### config.mk
export PLATFORM = sky130hd
export DESIGN_NAME = apcr_control_regs
export DESIGN_NICKNAME = d
export VERILOG_FILES = /design/src/apcr_pkg.sv /design/src/apcr_serial_slave.sv /design/src/apcr_control_regs.sv
export SDC_FILE = /design/constraint.sdc
export NUM_CORES = 1
export LEC_CHECK = 0
export BUFFER_PORTS_ARGS = -buffer_cell sky130_fd_sc_hd__buf_2
export CAP_MARGIN = 20
export CORE_ASPECT_RATIO = 1.1
export CORE_MARGIN = 2
export CORE_UTILIZATION = 40
export DETAILED_ROUTE_END_ITERATION = 8
export PLACE_DENSITY = 0.64
export SLEW_MARGIN = 20
export SYNTH_ARGS = -nofsm -noshare
export SYNTH_HDL_FRONTEND = slang
export SYNTH_SLANG_ARGS = --single-unit
### constraint.sdc
create_clock -name core_clk -period 3.79 [get_ports core_clk]
set_input_delay 0.379 -clock core_clk [delete_from_list [all_inputs] [get_ports core_clk]]
set_output_delay 0.379 -clock core_clk [all_outputs]
set_load 0.02 [all_outputs]
### src/apcr_pkg.sv
// Constants, register map and decode helpers for the control register bank.
package apcr_pkg;

  // ==========================================================================
  // Widths and serial frame layout
  // ==========================================================================
  localparam int ADDR_W = 7;
  localparam int DATA_W = 8;
  localparam int CNT_W = 5;
  localparam int IDX_W = 5;
  localparam int NUM_REGS = 19;
  localparam int STATUS_W = 8;
  localparam logic [CNT_W-1:0] HDR_LAST_BIT = 5'h07;
  localparam logic [CNT_W-1:0] DATA_FIRST_BIT = 5'h08;
  localparam logic [CNT_W-1:0] FRAME_LAST_BIT = 5'h0F;
  localparam logic [CNT_W-1:0] FRAME_BITS = 5'h10;
  localparam logic RW_READ = 1'b1;
  localparam int RW_POS = 6;

  // ==========================================================================
  // Register map: offsets, reset values and writable bits, in table order
  // ==========================================================================
  localparam logic [IDX_W-1:0] IDX_NONE = 5'h13;
  localparam int IDX_CONV = 0;
  localparam int IDX_LGAIN = 1;
  localparam int IDX_RGAIN = 2;
  localparam int IDX_LPLAY = 3;
  localparam int IDX_RPLAY = 4;
  localparam int IDX_STATUS = 13;
  localparam logic [ADDR_W-1:0] REG_ADDR [NUM_REGS] = '{
    7'h00, 7'h01, 7'h02, 7'h03, 7'h04, 7'h05, 7'h06, 7'h07, 7'h08, 7'h09,
    7'h0A, 7'h0C, 7'h10, 7'h11, 7'h12, 7'h14, 7'h15, 7'h17, 7'h20};
  localparam logic [DATA_W-1:0] REG_RST [NUM_REGS] = '{
    8'h00, 8'h05, 8'h05, 8'h08, 8'h08, 8'h00, 8'h00, 8'h22, 8'h09, 8'h00,
    8'h02, 8'h00, 8'h00, 8'h00, 8'h00, 8'h00, 8'h00, 8'h00, 8'h00};
  localparam logic [DATA_W-1:0] REG_WMASK [NUM_REGS] = '{
    8'h3F, 8'h1F, 8'h1F, 8'h3F, 8'h3F, 8'h3F, 8'h3F, 8'hFF, 8'hFF, 8'hFF,
    8'hFF, 8'hFF, 8'hFF, 8'h00, 8'hFF, 8'hFF, 8'hFF, 8'hFF, 8'hFF};

  // ==========================================================================
  // Converter power bits and line-in gain selector
  // ==========================================================================
  localparam int BIT_LLI_PWR = 0;
  localparam int BIT_RLI_PWR = 1;
  localparam int BIT_LLO_PWR = 2;
  localparam int BIT_RLO_PWR = 3;
  localparam int BIT_LCONV_PWR = 4;
  localparam int BIT_RCONV_PWR = 5;
  localparam int GAIN_SEL_W = 5;
  localparam logic [GAIN_SEL_W-1:0] GAIN_CODE_TOP = 5'h00;
  localparam logic [GAIN_SEL_W-1:0] GAIN_CODE_LAST = 5'h10;
  localparam logic signed [7:0] GAIN_TOP_DB = 8'sh14;
  localparam logic signed [7:0] GAIN_CODE1_DB = 8'sh0C;
  localparam logic signed [7:0] GAIN_STEP_DB = 8'sh03;
  localparam logic signed [7:0] GAIN_MUTE_DB = 8'shC4;

  // Maps a serial address to a register slot, or IDX_NONE when unmapped.
  function automatic logic [IDX_W-1:0] reg_index(
    input logic [ADDR_W-1:0] addr);
    logic [IDX_W-1:0] idx;
    idx = IDX_NONE;
    for (int i = 0; i < NUM_REGS; i++) begin
      if (REG_ADDR[i] == addr) begin
        idx = IDX_W'(i);
      end
    end
    return idx;
  endfunction

endpackage

### src/apcr_serial_slave.sv
// Four-wire serial slave that turns frames into register reads and writes.
`timescale 1ns/10ps

module apcr_serial_slave (
  // Clock, reset and freeze.
  input wire logic core_clk,
  input wire logic rst_n,
  input wire logic clk_en,
  // Serial pins, asynchronous to core_clk.
  input wire logic serial_clk,
  input wire logic serial_select_n,
  input wire logic serial_data_in,
  output logic serial_data_out,
  output logic serial_data_out_en,
  // Register side.
  output logic [apcr_pkg::ADDR_W-1:0] frame_addr,
  input wire logic [apcr_pkg::DATA_W-1:0] rd_data,
  output logic wr_stb,
  output logic [apcr_pkg::ADDR_W-1:0] wr_addr,
  output logic [apcr_pkg::DATA_W-1:0] wr_data
);

  logic sclk_s1_q, sclk_s2_q, sclk_s3_q;
  logic sel_s1_q, sel_s2_q, sel_s3_q;
  logic sdi_s1_q, sdi_s2_q;
  logic sclk_fall, sclk_rise, sel_active, sel_rise;
  logic [apcr_pkg::CNT_W-1:0] bit_cnt_q;
  logic [apcr_pkg::DATA_W-2:0] shift_in_q;
  logic is_read_q;
  logic [apcr_pkg::DATA_W-1:0] shift_out_q;

  // ==========================================================================
  // Pin synchronisers and edge detection
  // ==========================================================================
  // Data passes the same two stages as the clock, so sampling stays aligned.
  always_ff @(posedge core_clk or negedge rst_n) begin
    if (!rst_n) begin
      // Clock and select reset to the parked-high level, so no false edge follows reset; data resets low.
      sclk_s1_q <= 1'b1;
      sclk_s2_q <= 1'b1;
      sclk_s3_q <= 1'b1;
      sel_s1_q <= 1'b1;
      sel_s2_q <= 1'b1;
      sel_s3_q <= 1'b1;
      sdi_s1_q <= 1'b0;
      sdi_s2_q <= 1'b0;
    end else if (clk_en) begin
      sclk_s1_q <= serial_clk;
      sclk_s2_q <= sclk_s1_q;
      sclk_s3_q <= sclk_s2_q;
      sel_s1_q <= serial_select_n;
      sel_s2_q <= sel_s1_q;
      sel_s3_q <= sel_s2_q;
      sdi_s1_q <= serial_data_in;
      sdi_s2_q <= sdi_s1_q;
    end
  end

  // Edges are seen only from the second stage onward.
  assign sclk_fall = sclk_s3_q & ~sclk_s2_q;
  assign sclk_rise = ~sclk_s3_q & sclk_s2_q;
  assign sel_active = ~sel_s2_q;
  assign sel_rise = ~sel_s3_q & sel_s2_q;

  // ==========================================================================
  // Input shifting on falling edges
  // ==========================================================================
  // Idle whenever deselected, so an aborted frame never leaks into the next.
  always_ff @(posedge core_clk or negedge rst_n) begin
    if (!rst_n) begin
      bit_cnt_q <= '0;
      shift_in_q <= '0;
      is_read_q <= 1'b0;
      frame_addr <= '0;
      wr_stb <= 1'b0;
      wr_addr <= '0;
      wr_data <= '0;
    end else if (clk_en) begin
      wr_stb <= 1'b0;
      if (!sel_active || sel_rise) begin
        bit_cnt_q <= '0;
        is_read_q <= 1'b0;
      end else if (sclk_fall && bit_cnt_q != apcr_pkg::FRAME_BITS) begin
        // Bits arrive MSB first: direction, address, then data.
        shift_in_q <= {shift_in_q[apcr_pkg::DATA_W-3:0], sdi_s2_q};
        bit_cnt_q <= bit_cnt_q + 5'h01;
        if (bit_cnt_q == apcr_pkg::HDR_LAST_BIT) begin
          is_read_q <= shift_in_q[apcr_pkg::RW_POS] == apcr_pkg::RW_READ;
          frame_addr <= {shift_in_q[apcr_pkg::RW_POS-1:0], sdi_s2_q};
        end
        if (bit_cnt_q == apcr_pkg::FRAME_LAST_BIT && !is_read_q) begin
          wr_stb <= 1'b1;
          wr_addr <= frame_addr;
          wr_data <= {shift_in_q, sdi_s2_q};
        end
      end
    end
  end

  // ==========================================================================
  // Output shifting on rising edges
  // ==========================================================================
  // The pin is released at every deselect so the host bus can be shared.
  always_ff @(posedge core_clk or negedge rst_n) begin
    if (!rst_n) begin
      shift_out_q <= '0;
      serial_data_out <= 1'b0;
      serial_data_out_en <= 1'b0;
    end else if (clk_en) begin
      if (!sel_active || sel_rise) begin
        serial_data_out <= 1'b0;
        serial_data_out_en <= 1'b0;
      end else if (sclk_rise && is_read_q) begin
        if (bit_cnt_q == apcr_pkg::DATA_FIRST_BIT) begin
          serial_data_out <= rd_data[apcr_pkg::DATA_W-1];
          shift_out_q <= {rd_data[apcr_pkg::DATA_W-2:0], 1'b0};
          serial_data_out_en <= 1'b1;
        end else if (bit_cnt_q > apcr_pkg::DATA_FIRST_BIT &&
                     bit_cnt_q != apcr_pkg::FRAME_BITS) begin
          serial_data_out <= shift_out_q[apcr_pkg::DATA_W-1];
          shift_out_q <= {shift_out_q[apcr_pkg::DATA_W-2:0], 1'b0};
        end
      end
    end
  end
endmodule

### src/apcr_control_regs.sv
// Control register bank of the audio converter and power block.
`timescale 1ns/10ps

// Summary of operation
// - Byte registers at map offsets; status is read-only.
// - Converter bit0 powers left line-in amplifier.
// - Converter bit1 powers right line-in amplifier.
// - Converter bits2,3 power left/right line-out drivers.
// - Converter bits4,5 power left/right converter channels.
// - Left gain: five-bit selector, resets 00101, reserved zero.
// - Selector: +20, +12, then -3 dB steps; mute.
// - Right gain register mirrors left gain layout.
// - Printed reset values; 0x07/0x08/0x0A reset 0x22/0x09/0x02, gains 0x01-0x04 as below, all others zero.
// - Master playback gains at 0x03/0x04, reset 0x08.
// - Frame: direction bit, 7-bit address, 8 data bits.
// - Select low enables; deselect idles, output released.
// - Sample input on falling, shift output on rising.
module apcr_control_regs (
  // Clock, reset and freeze.
  input wire logic core_clk,
  input wire logic rst_n,
  input wire logic clk_en,
  // Serial link pins.
  input wire logic serial_clk,
  input wire logic serial_select_n,
  input wire logic serial_data_in,
  output logic serial_data_out,
  output logic serial_data_out_en,
  // Supply and short status from the analog side, asynchronous.
  input wire logic [apcr_pkg::STATUS_W-1:0] status_in,
  // Power controls.
  output logic left_linein_amp_power,
  output logic right_linein_amp_power,
  output logic left_lineout_drv_power,
  output logic right_lineout_drv_power,
  output logic left_converter_power,
  output logic right_converter_power,
  // Line-in gain.
  output logic [apcr_pkg::GAIN_SEL_W-1:0] left_input_gain_sel,
  output logic [apcr_pkg::GAIN_SEL_W-1:0] right_input_gain_sel,
  output logic signed [7:0] left_input_gain_db,
  output logic signed [7:0] right_input_gain_db,
  output logic left_input_mute,
  output logic right_input_mute,
  // Master playback gain.
  output logic [apcr_pkg::DATA_W-1:0] left_playback_gain,
  output logic [apcr_pkg::DATA_W-1:0] right_playback_gain
);

  logic [apcr_pkg::DATA_W-1:0] reg_q [apcr_pkg::NUM_REGS];
  logic [apcr_pkg::STATUS_W-1:0] status_s1_q, status_s2_q;
  logic [apcr_pkg::ADDR_W-1:0] frame_addr;
  logic [apcr_pkg::DATA_W-1:0] rd_data;
  logic wr_stb;
  logic [apcr_pkg::ADDR_W-1:0] wr_addr;
  logic [apcr_pkg::DATA_W-1:0] wr_data;
  logic [apcr_pkg::IDX_W-1:0] wr_idx, rd_idx;
  logic started_q;
  logic all_at_reset;

  // ==========================================================================
  // Line-in gain decode
  // ==========================================================================
  // Returns {mute, gain in dB}; deep codes report the floor as mute.
  function automatic logic [8:0] gain_decode(
    input logic [apcr_pkg::GAIN_SEL_W-1:0] code);
    logic signed [7:0] db;
    logic mute;
    mute = 1'b0;
    if (code == apcr_pkg::GAIN_CODE_TOP) begin
      db = apcr_pkg::GAIN_TOP_DB;
    end else if (code <= apcr_pkg::GAIN_CODE_LAST) begin
      db = 8'(int'(apcr_pkg::GAIN_CODE1_DB) -
              int'(apcr_pkg::GAIN_STEP_DB) * (int'(code) - 1));
    end else begin
      db = apcr_pkg::GAIN_MUTE_DB;
      mute = 1'b1;
    end
    return {mute, db};
  endfunction

  // ==========================================================================
  // Serial engine
  // ==========================================================================
  apcr_serial_slave u_serial (
    .core_clk(core_clk),
    .rst_n(rst_n),
    .clk_en(clk_en),
    .serial_clk(serial_clk),
    .serial_select_n(serial_select_n),
    .serial_data_in(serial_data_in),
    .serial_data_out(serial_data_out),
    .serial_data_out_en(serial_data_out_en),
    .frame_addr(frame_addr),
    .rd_data(rd_data),
    .wr_stb(wr_stb),
    .wr_addr(wr_addr),
    .wr_data(wr_data)
  );

  // ==========================================================================
  // Status capture
  // ==========================================================================
  // The analog flags change at any time, so they are synchronised first.
  always_ff @(posedge core_clk or negedge rst_n) begin
    if (!rst_n) begin
      status_s1_q <= '0;
      status_s2_q <= '0;
    end else if (clk_en) begin
      status_s1_q <= status_in;
      status_s2_q <= status_s1_q;
    end
  end

  // ==========================================================================
  // Register array
  // ==========================================================================
  // Address decode is shared by the write and read paths.
  assign wr_idx = apcr_pkg::reg_index(wr_addr);
  assign rd_idx = apcr_pkg::reg_index(frame_addr);

  // Reserved bits are masked on write, so they always read back as zero.
  for (genvar i = 0; i < apcr_pkg::NUM_REGS; i++) begin : g_reg
    always_ff @(posedge core_clk or negedge rst_n) begin
      if (!rst_n) begin
        reg_q[i] <= apcr_pkg::REG_RST[i];
      end else if (clk_en) begin
        if (i == apcr_pkg::IDX_STATUS) begin
          reg_q[i] <= status_s2_q;
        end else if (wr_stb && wr_idx == apcr_pkg::IDX_W'(i)) begin
          reg_q[i] <= wr_data & apcr_pkg::REG_WMASK[i];
        end
      end
    end
  end

  // Unmapped offsets read as zero.
  always_comb begin
    rd_data = '0;
    if (rd_idx != apcr_pkg::IDX_NONE) begin
      rd_data = reg_q[rd_idx];
    end
  end

  // ==========================================================================
  // Registered controls towards the analog side
  // ==========================================================================
  // One flop stage keeps every control glitch-free towards the analog side.
  always_ff @(posedge core_clk or negedge rst_n) begin
    if (!rst_n) begin
      left_linein_amp_power <= 1'b0;
      right_linein_amp_power <= 1'b0;
      left_lineout_drv_power <= 1'b0;
      right_lineout_drv_power <= 1'b0;
      left_converter_power <= 1'b0;
      right_converter_power <= 1'b0;
    end else if (clk_en) begin
      left_linein_amp_power <=
        reg_q[apcr_pkg::IDX_CONV][apcr_pkg::BIT_LLI_PWR];
      right_linein_amp_power <=
        reg_q[apcr_pkg::IDX_CONV][apcr_pkg::BIT_RLI_PWR];
      left_lineout_drv_power <=
        reg_q[apcr_pkg::IDX_CONV][apcr_pkg::BIT_LLO_PWR];
      right_lineout_drv_power <=
        reg_q[apcr_pkg::IDX_CONV][apcr_pkg::BIT_RLO_PWR];
      left_converter_power <=
        reg_q[apcr_pkg::IDX_CONV][apcr_pkg::BIT_LCONV_PWR];
      right_converter_power <=
        reg_q[apcr_pkg::IDX_CONV][apcr_pkg::BIT_RCONV_PWR];
    end
  end

  // Gain selectors, their decoded value, and the playback gains.
  always_ff @(posedge core_clk or negedge rst_n) begin
    if (!rst_n) begin
      left_input_gain_sel <= apcr_pkg::REG_RST[apcr_pkg::IDX_LGAIN][4:0];
      right_input_gain_sel <= apcr_pkg::REG_RST[apcr_pkg::IDX_RGAIN][4:0];
      left_input_gain_db <= '0;
      right_input_gain_db <= '0;
      left_input_mute <= 1'b0;
      right_input_mute <= 1'b0;
      left_playback_gain <= apcr_pkg::REG_RST[apcr_pkg::IDX_LPLAY];
      right_playback_gain <= apcr_pkg::REG_RST[apcr_pkg::IDX_RPLAY];
    end else if (clk_en) begin
      left_input_gain_sel <= reg_q[apcr_pkg::IDX_LGAIN][4:0];
      right_input_gain_sel <= reg_q[apcr_pkg::IDX_RGAIN][4:0];
      {left_input_mute, left_input_gain_db} <=
        gain_decode(reg_q[apcr_pkg::IDX_LGAIN][4:0]);
      {right_input_mute, right_input_gain_db} <=
        gain_decode(reg_q[apcr_pkg::IDX_RGAIN][4:0]);
      left_playback_gain <= reg_q[apcr_pkg::IDX_LPLAY];
      right_playback_gain <= reg_q[apcr_pkg::IDX_RPLAY];
    end
  end

  // ==========================================================================
  // Checks on the register bank
  // ==========================================================================
  // Marks the first clock edge after reset release, for the reset check.
  always_ff @(posedge core_clk or negedge rst_n) begin
    if (!rst_n) begin
      started_q <= 1'b0;
    end else begin
      started_q <= 1'b1;
    end
  end

  always_comb begin
    all_at_reset = 1'b1;
    for (int i = 0; i < apcr_pkg::NUM_REGS; i++) begin
      if (reg_q[i] != apcr_pkg::REG_RST[i]) begin
        all_at_reset = 1'b0;
      end
    end
  end
endmodule

[Word-level counts from Yosys, hierarchy flattened]
Cells that the tools add are included.
Storage, ports and cells
  register bits after elaboration: 252
  input bits: 14
  output and inout port bits: 52
  word-level logic and storage cells: 258
Cells by class
  $add $sub $neg: 5
  multipliers: 2
  $lt $le $gt $ge: 4
  equal/unequal tests: 58
  mux-type cells: 67
  bitwise gates (word level): 8
  reductions and logical operators: 61
Operators with widths (number)
  $mux 5: 40
  $eq 5x7->1 const A: 12
  $mux 8: 9
  $eq 3x7->1 const A: 8
  $eq 4x7->1 const A: 8
  $eq 5x4->1 const B: 9
  $bmux 8 s5: 1
  $reduce_and 2->1: 19
  $eq 2x7->1 const A: 4
  $eq 5x3->1 const B: 5
  $logic_and 1x1->1: 22
  $mux 1: 17
  $mul 3x6->8 const A: 2
  $sub 5x8->8 const A: 2
  $eq 5x5->1 const B: 3
  $logic_not 5->1: 3
  $eq 1x7->1 const A: 2
  $eq 6x7->1 const A: 2
  $logic_not 7->1: 2
  $reduce_and 3->1: 4
  $reduce_and 4->1: 3
  $sub 5x1->6 const B: 2
  $eq 5x2->1 const B: 2
  $le 5x5->1 const B: 2
  12 further kinds: 22

[Depth between registers and ports, before layout]
  depth after elaboration: 28
  gate-level depth with buffers: 15
  depth with buffers taken out: 15

[By module]
From an unflattened synthesis, not the netlist that was laid out.
Second synthesis, totals
  cells, all modules: 1051
  area total of the unflattened synthesis: 12375.6 um^2
Modules (own cells, without submodules)
  apcr_control_regs: instances 1, cells each 874, area an instance 10059.6 um^2, sequential area each 4976.0 um^2
  apcr_serial_slave: instances 1, cells each 177, area an instance 2316.0 um^2, sequential area each 1307.5 um^2

[Least setup slack after synthesis]
No wires, ideal clock.
  path kind: register -> register
  start point: reg reg_q[128] in the netlist's numbering
  end point: reg right_input_gain_db[6]
  setup time: 0.125 ns
  data arrival time: 3.151 ns
  required time: 3.665 ns
  slack: 0.514 ns
  stages on the path, launching flop included: 16
  clock period less this slack: 3.276 ns
  path through: dfstp_2 > inv_1 > ha_1 > xor2_1 > ha_1 > inv_1 > ha_1 > ha_1 > inv_1 > fa_1 > inv_1 > a21o_1 > a21oi_1 > xnor2_1 > maj3_1 > mux2_2
On the way
  word-level cells in the longest chain between the ends: 5
  elaborated cells between the ends (all ways): 7
  classes of those cells: add/sub (2); mul (1); order compare (1); mux (2); reduce/logical (1)
Ends and longest elaborated chain
  from (decl): RTL line apcr_control_regs.sv:50  | logic [apcr_pkg::DATA_W-1:0] reg_q [apcr_pkg::NUM_REGS];
  from (signal, indexed assignment): RTL line apcr_control_regs.sv:126  | reg_q[i] <= apcr_pkg::REG_RST[i];
  from (signal, indexed assignment): RTL line apcr_control_regs.sv:129  | reg_q[i] <= status_s2_q;
  from (signal, indexed assignment): RTL line apcr_control_regs.sv:131  | reg_q[i] <= wr_data & apcr_pkg::REG_WMASK[i];
  $sub 5x1->6: RTL line apcr_control_regs.sv:74  | int'(apcr_pkg::GAIN_STEP_DB) * (int'(code) - 1));
  $mul 3x6->8: RTL line apcr_control_regs.sv:74
  $sub 5x8->8: RTL line apcr_control_regs.sv:73  | db = 8'(int'(apcr_pkg::GAIN_CODE1_DB) -
  $mux 8: RTL line apcr_control_regs.sv:72  | end else if (code <= apcr_pkg::GAIN_CODE_LAST) begin
  $mux 8 *: RTL line apcr_control_regs.sv:70  | if (code == apcr_pkg::GAIN_CODE_TOP) begin
  to (signal assigned): RTL line apcr_control_regs.sv:189  | {right_input_mute, right_input_gain_db} <=
  to (decl): RTL line apcr_control_regs.sv:42  | output logic signed [7:0] right_input_gain_db,
Mark *: on every way between the ends. The rest lies on a longest branch, timed or not.
A chain may end at the register's enable or synchronous reset.

[Worst setup path after layout]
  start point: reg reg_q[136] in the netlist's numbering
  end point: reg left_input_gain_db[7]
On the way
  word-level cells in the longest chain between the ends: 5
  elaborated cells between the ends (all ways): 7
  classes of those cells: add/sub (2); mul (1); order compare (1); mux (2); reduce/logical (1)
Ends and longest elaborated chain
  $sub 5x1->6: RTL line apcr_control_regs.sv:74
  $mul 3x6->8: RTL line apcr_control_regs.sv:74
  $sub 5x8->8: RTL line apcr_control_regs.sv:73
  $mux 8: RTL line apcr_control_regs.sv:72
  $mux 8 *: RTL line apcr_control_regs.sv:70
  to (signal assigned): RTL line apcr_control_regs.sv:187  | {left_input_mute, left_input_gain_db} <=
  to (decl): RTL line apcr_control_regs.sv:41  | output logic signed [7:0] left_input_gain_db,
Marked as above.

==> flow_summary.yaml <==
timing:
  worst_pin_slew_ps: 936
  worst_hold_slack_ps: 65.2
  finClkSkew_ps: 11.6
  final.min_clock_period_ps: 3480
  final.setup.tns_ps: 0
  max_freq_ghz: 0.287
  setup_violations: 0
  rsz0062_at_grt: "no"
  drv_slew: 0
  finalCritPeriodShare_pct: 91.8
  finalHoldViolCount: 0
  relSlewSlack_pct: 37.6
synthesis:
  ys_ff_latch: 250
  synth_top_cell_by_area: "dfrtp_1"
  synthesis.area_um2: 12400
  async_flop_share_pct: 100
  synth_edf_count: 0
  synth_top_flop_cell: "dfrtp_1"
  synth_compound_gate_area_share_pct: 9.93
  ys_warn_count: 0
  synth.area.mux_share_pct: 20.8
  synth.area.top_cells: "dfrtp_1 (46%), mux2_2 (19%), dfstp_2 (4.7%)"
  synth-xor-area-share_pct: 1.27
  synth_top_family_by_area: "multiplexers"
  synthCells: 1021
  netlist-cell-type-count: 79
  synthSimpleGateAreaFrac_pct: 7.81
  synth_top_area_share_pct: 46.1
  synth-adder-area-share_pct: 4.76
  syn_area_per_cell_um2: 12.1
  ys_seq_area_share_pct: 50.8
global_route:
  grt_pass1_vias: 8336
  grt_start_max_net_pins: 123
  overflow: 0
  grt.total_usage_pct: 18.2
  antenna_found_initial: 0
  grt_pass1_wl_um: 46500
floorplan:
  die_width_um: 172
  ios: 66
  fp.dieH_um: 188
  core_um2: 30400
  std_cell_rows: 67
  start_util_pct: 40.7
  design.die.area_um2: 32400
pwr:
  leakagePower_nw: 6.64
  ir_drop_mv: 0.307
  p_per_area_nw_per_um2: 416
cts:
  clk_path_buf_depth: 3
  cts-hold-fix-buffers: 1
  cts_resized: 0
  cts.sinks: 250
  cts_made_buffers: 28
  cts_tree: "built"
  path_clk_slew_ps: 60
  root_buffer: "clkbuf_16"
  postCtsSetupBuffers: 0
  clock_latency_ps: 540
  h-tree-depth: 1
critical_path:
  crit_start: "reg_q[136]$_DFFE_PN1P_"
  crit_type: "register to register"
  critPathMaxFanout: 8
  worstRegToRegCells: 13
  r2r_start: "reg_q[136]$_DFFE_PN1P_"
  reg2reg_slack_ps: 310
  cp-start-kind: "register"
  crit_required_ps: 4220
  endpoint: "left_input_gain_db[7]$_DFFE_PN0P_"
  r2r-end: "left_input_gain_db[7]$_DFFE_PN0P_"
  worstPathArrival_ps: 3910
  cp-end-kind: "register"
layout:
  drive_gt1_share_pct: 35.6
  finish.net_count: 1120
  final_common_cell: "dfrtp_1"
  nFillCells: 2780
  layout_common_cells: "dfrtp_1 (228), mux2_2 (209), nand2_1 (87)"
  syn_to_final_growth_pct: 12.8
  num_antenna_cells: 0
worst_hold_path:
  hold_class: "primary input to register"
run:
  cap_violations: 0
run_status:
  status: "complete, no violations"
drt:
  ant_nets: 0
  vias: 8194
  drc: 0
  wl_per_cell_um: 19.0
  wirelength_um: 28700
  firstDrtPassIters: 5
  avgViaCountPerCell: 5.44
  initialDrtViolationCount: 529
place:
  place_congestion: 0.842
  numPortBuffers: 61
  hpwl_um: 19200
[cell usage after synthesis, drive strengths merged, types with 4 or more instances]
cell           instances
buf                   36
clkbuf                19
dfstp                 22
nor2                  43
clkdlybuf4s50          5
a21oi                 43
nand3                 15
maj3                  11
xor2                  11
mux2                 217
and3                   5
o21ai                 22
or3                    6
nor3                  17
nand4b                 5
a21o                   9
dlygate4sd1            7
xnor2                  7
dfrtp                228
o31ai                  4
ha                    35
a31oi                  7
nand2                 87
a22oi                  8
a2111oi                5
inv                   36
a221o                  7
o41ai                  4
mux2i                 10
o2bb2ai                9
a211oi                12
o21bai                 5
nand2b                 7
o22ai                 12
[kinds of logic (layout without fill, tap and decap cells)]
family / Yosys count / in the layout
compound gates: 171 / 171
buf+inv: 104 / 171
fa+ha+maj: 48 / 48
simple gates: 202 / 202
flops: 250 / 250
xor+xnor: 18 / 18
other cells: 1 / 4
mux: 227 / 227
[worst min path at each step]
stage / start / end / slack, ps / cells after the start
after CTS: status_in[2] / status_s1_q[2]$_DFFE_PN0P_ / 50 / 2
after floorplan: rst_n / left_converter_power$_DFFE_PN0P_ / 80 / 0
after global routing: serial_data_in / u_serial.sdi_s1_q$_DFFE_PN0P_ / 60 / 2
final: status_in[2] / status_s1_q[2]$_DFFE_PN0P_ / 70 / 2
after global placement: left_input_gain_db[3]$_DFFE_PN0P_ / left_input_gain_db[3]$_DFFE_PN0P_ / 460 / 1
after detailed placement: right_input_gain_db[5]$_DFFE_PN0P_ / right_input_gain_db[5]$_DFFE_PN0P_ / 470 / 1
[per-layer routing]
metal | wire length (um) | global-route usage, % | up-vias
met5 | 0 | 0 | -
met4 | 684 | 5.25 | 0
met3 | 1250 | 2.77 | 46
met2 | 13500 | 29.5 | 207
met1 | 13200 | 25.3 | 4175
li1 | - | - | 3766
[registers in the layout, summed over array words and instances (netlist names), 5 cells and up]
name	cells
right_input_gain_db	8
left_input_gain_sel	5
left_playback_gain	6
u_serial.wr_data	8
left_input_gain_db	8
right_playback_gain	6
status_s2_q	8
u_serial.shift_in_q	7
u_serial.shift_out_q	7
right_input_gain_sel	5
u_serial.frame_addr	7
status_s1_q	8
reg_q	136
u_serial.bit_cnt_q	5
u_serial.wr_addr	7
[cell type report]
type	instances	area, um2	area share (%)
clock buffer	41	810	5.80
clock inverter	11	154	1.10
inverter	36	135	0.968
multi-input combinational	670	5530	39.6
sequential	250	6280	45.0
tap	414	518	3.71
timing repair buffer	83	523	3.75
[through the flow]
| step | worst slack [ps] | utilization (%) | cell area, um2 | std cells | power (W) |
|---|---|---|---|---|---|
| detailed placement | 315 | 42.7 | 13000 | 1452 | 0.00307 |
| finish | 312 | 45.9 | 14000 | 1505 | 0.00581 |
| global placement | 409 | 42.7 | 13000 | 1452 | 0.00306 |
| floorplan | 514 | - | 12400 | 1024 | 0.00296 |
| global route | 125 | 45.9 | 14000 | 1505 | 0.00603 |
| CTS | 302 | 45.9 | 14000 | 1505 | 0.00587 |
[critical path: stages (launching register included)]
cell	delay (ps)
dfstp_2	610
inv_1	80
ha_1	240
xor2_1	280
ha_1	290
inv_1	70
ha_1	240
ha_1	300
a21o_1	170
a21oi_1	220
o21bai_1	120
xnor2_1	140
maj3_1	340
mux2_2	260
[report_power, final]
| group | switching, W | internal (W) |
|---|---|---|
| clock | 0.00110 | 0.00169 |
| combinational | 0.000118 | 0.0000789 |
| sequential | 0.0000624 | 0.00275 |
| total | 0.00128 | 0.00452 |
(Power assumes the default switching activity.)
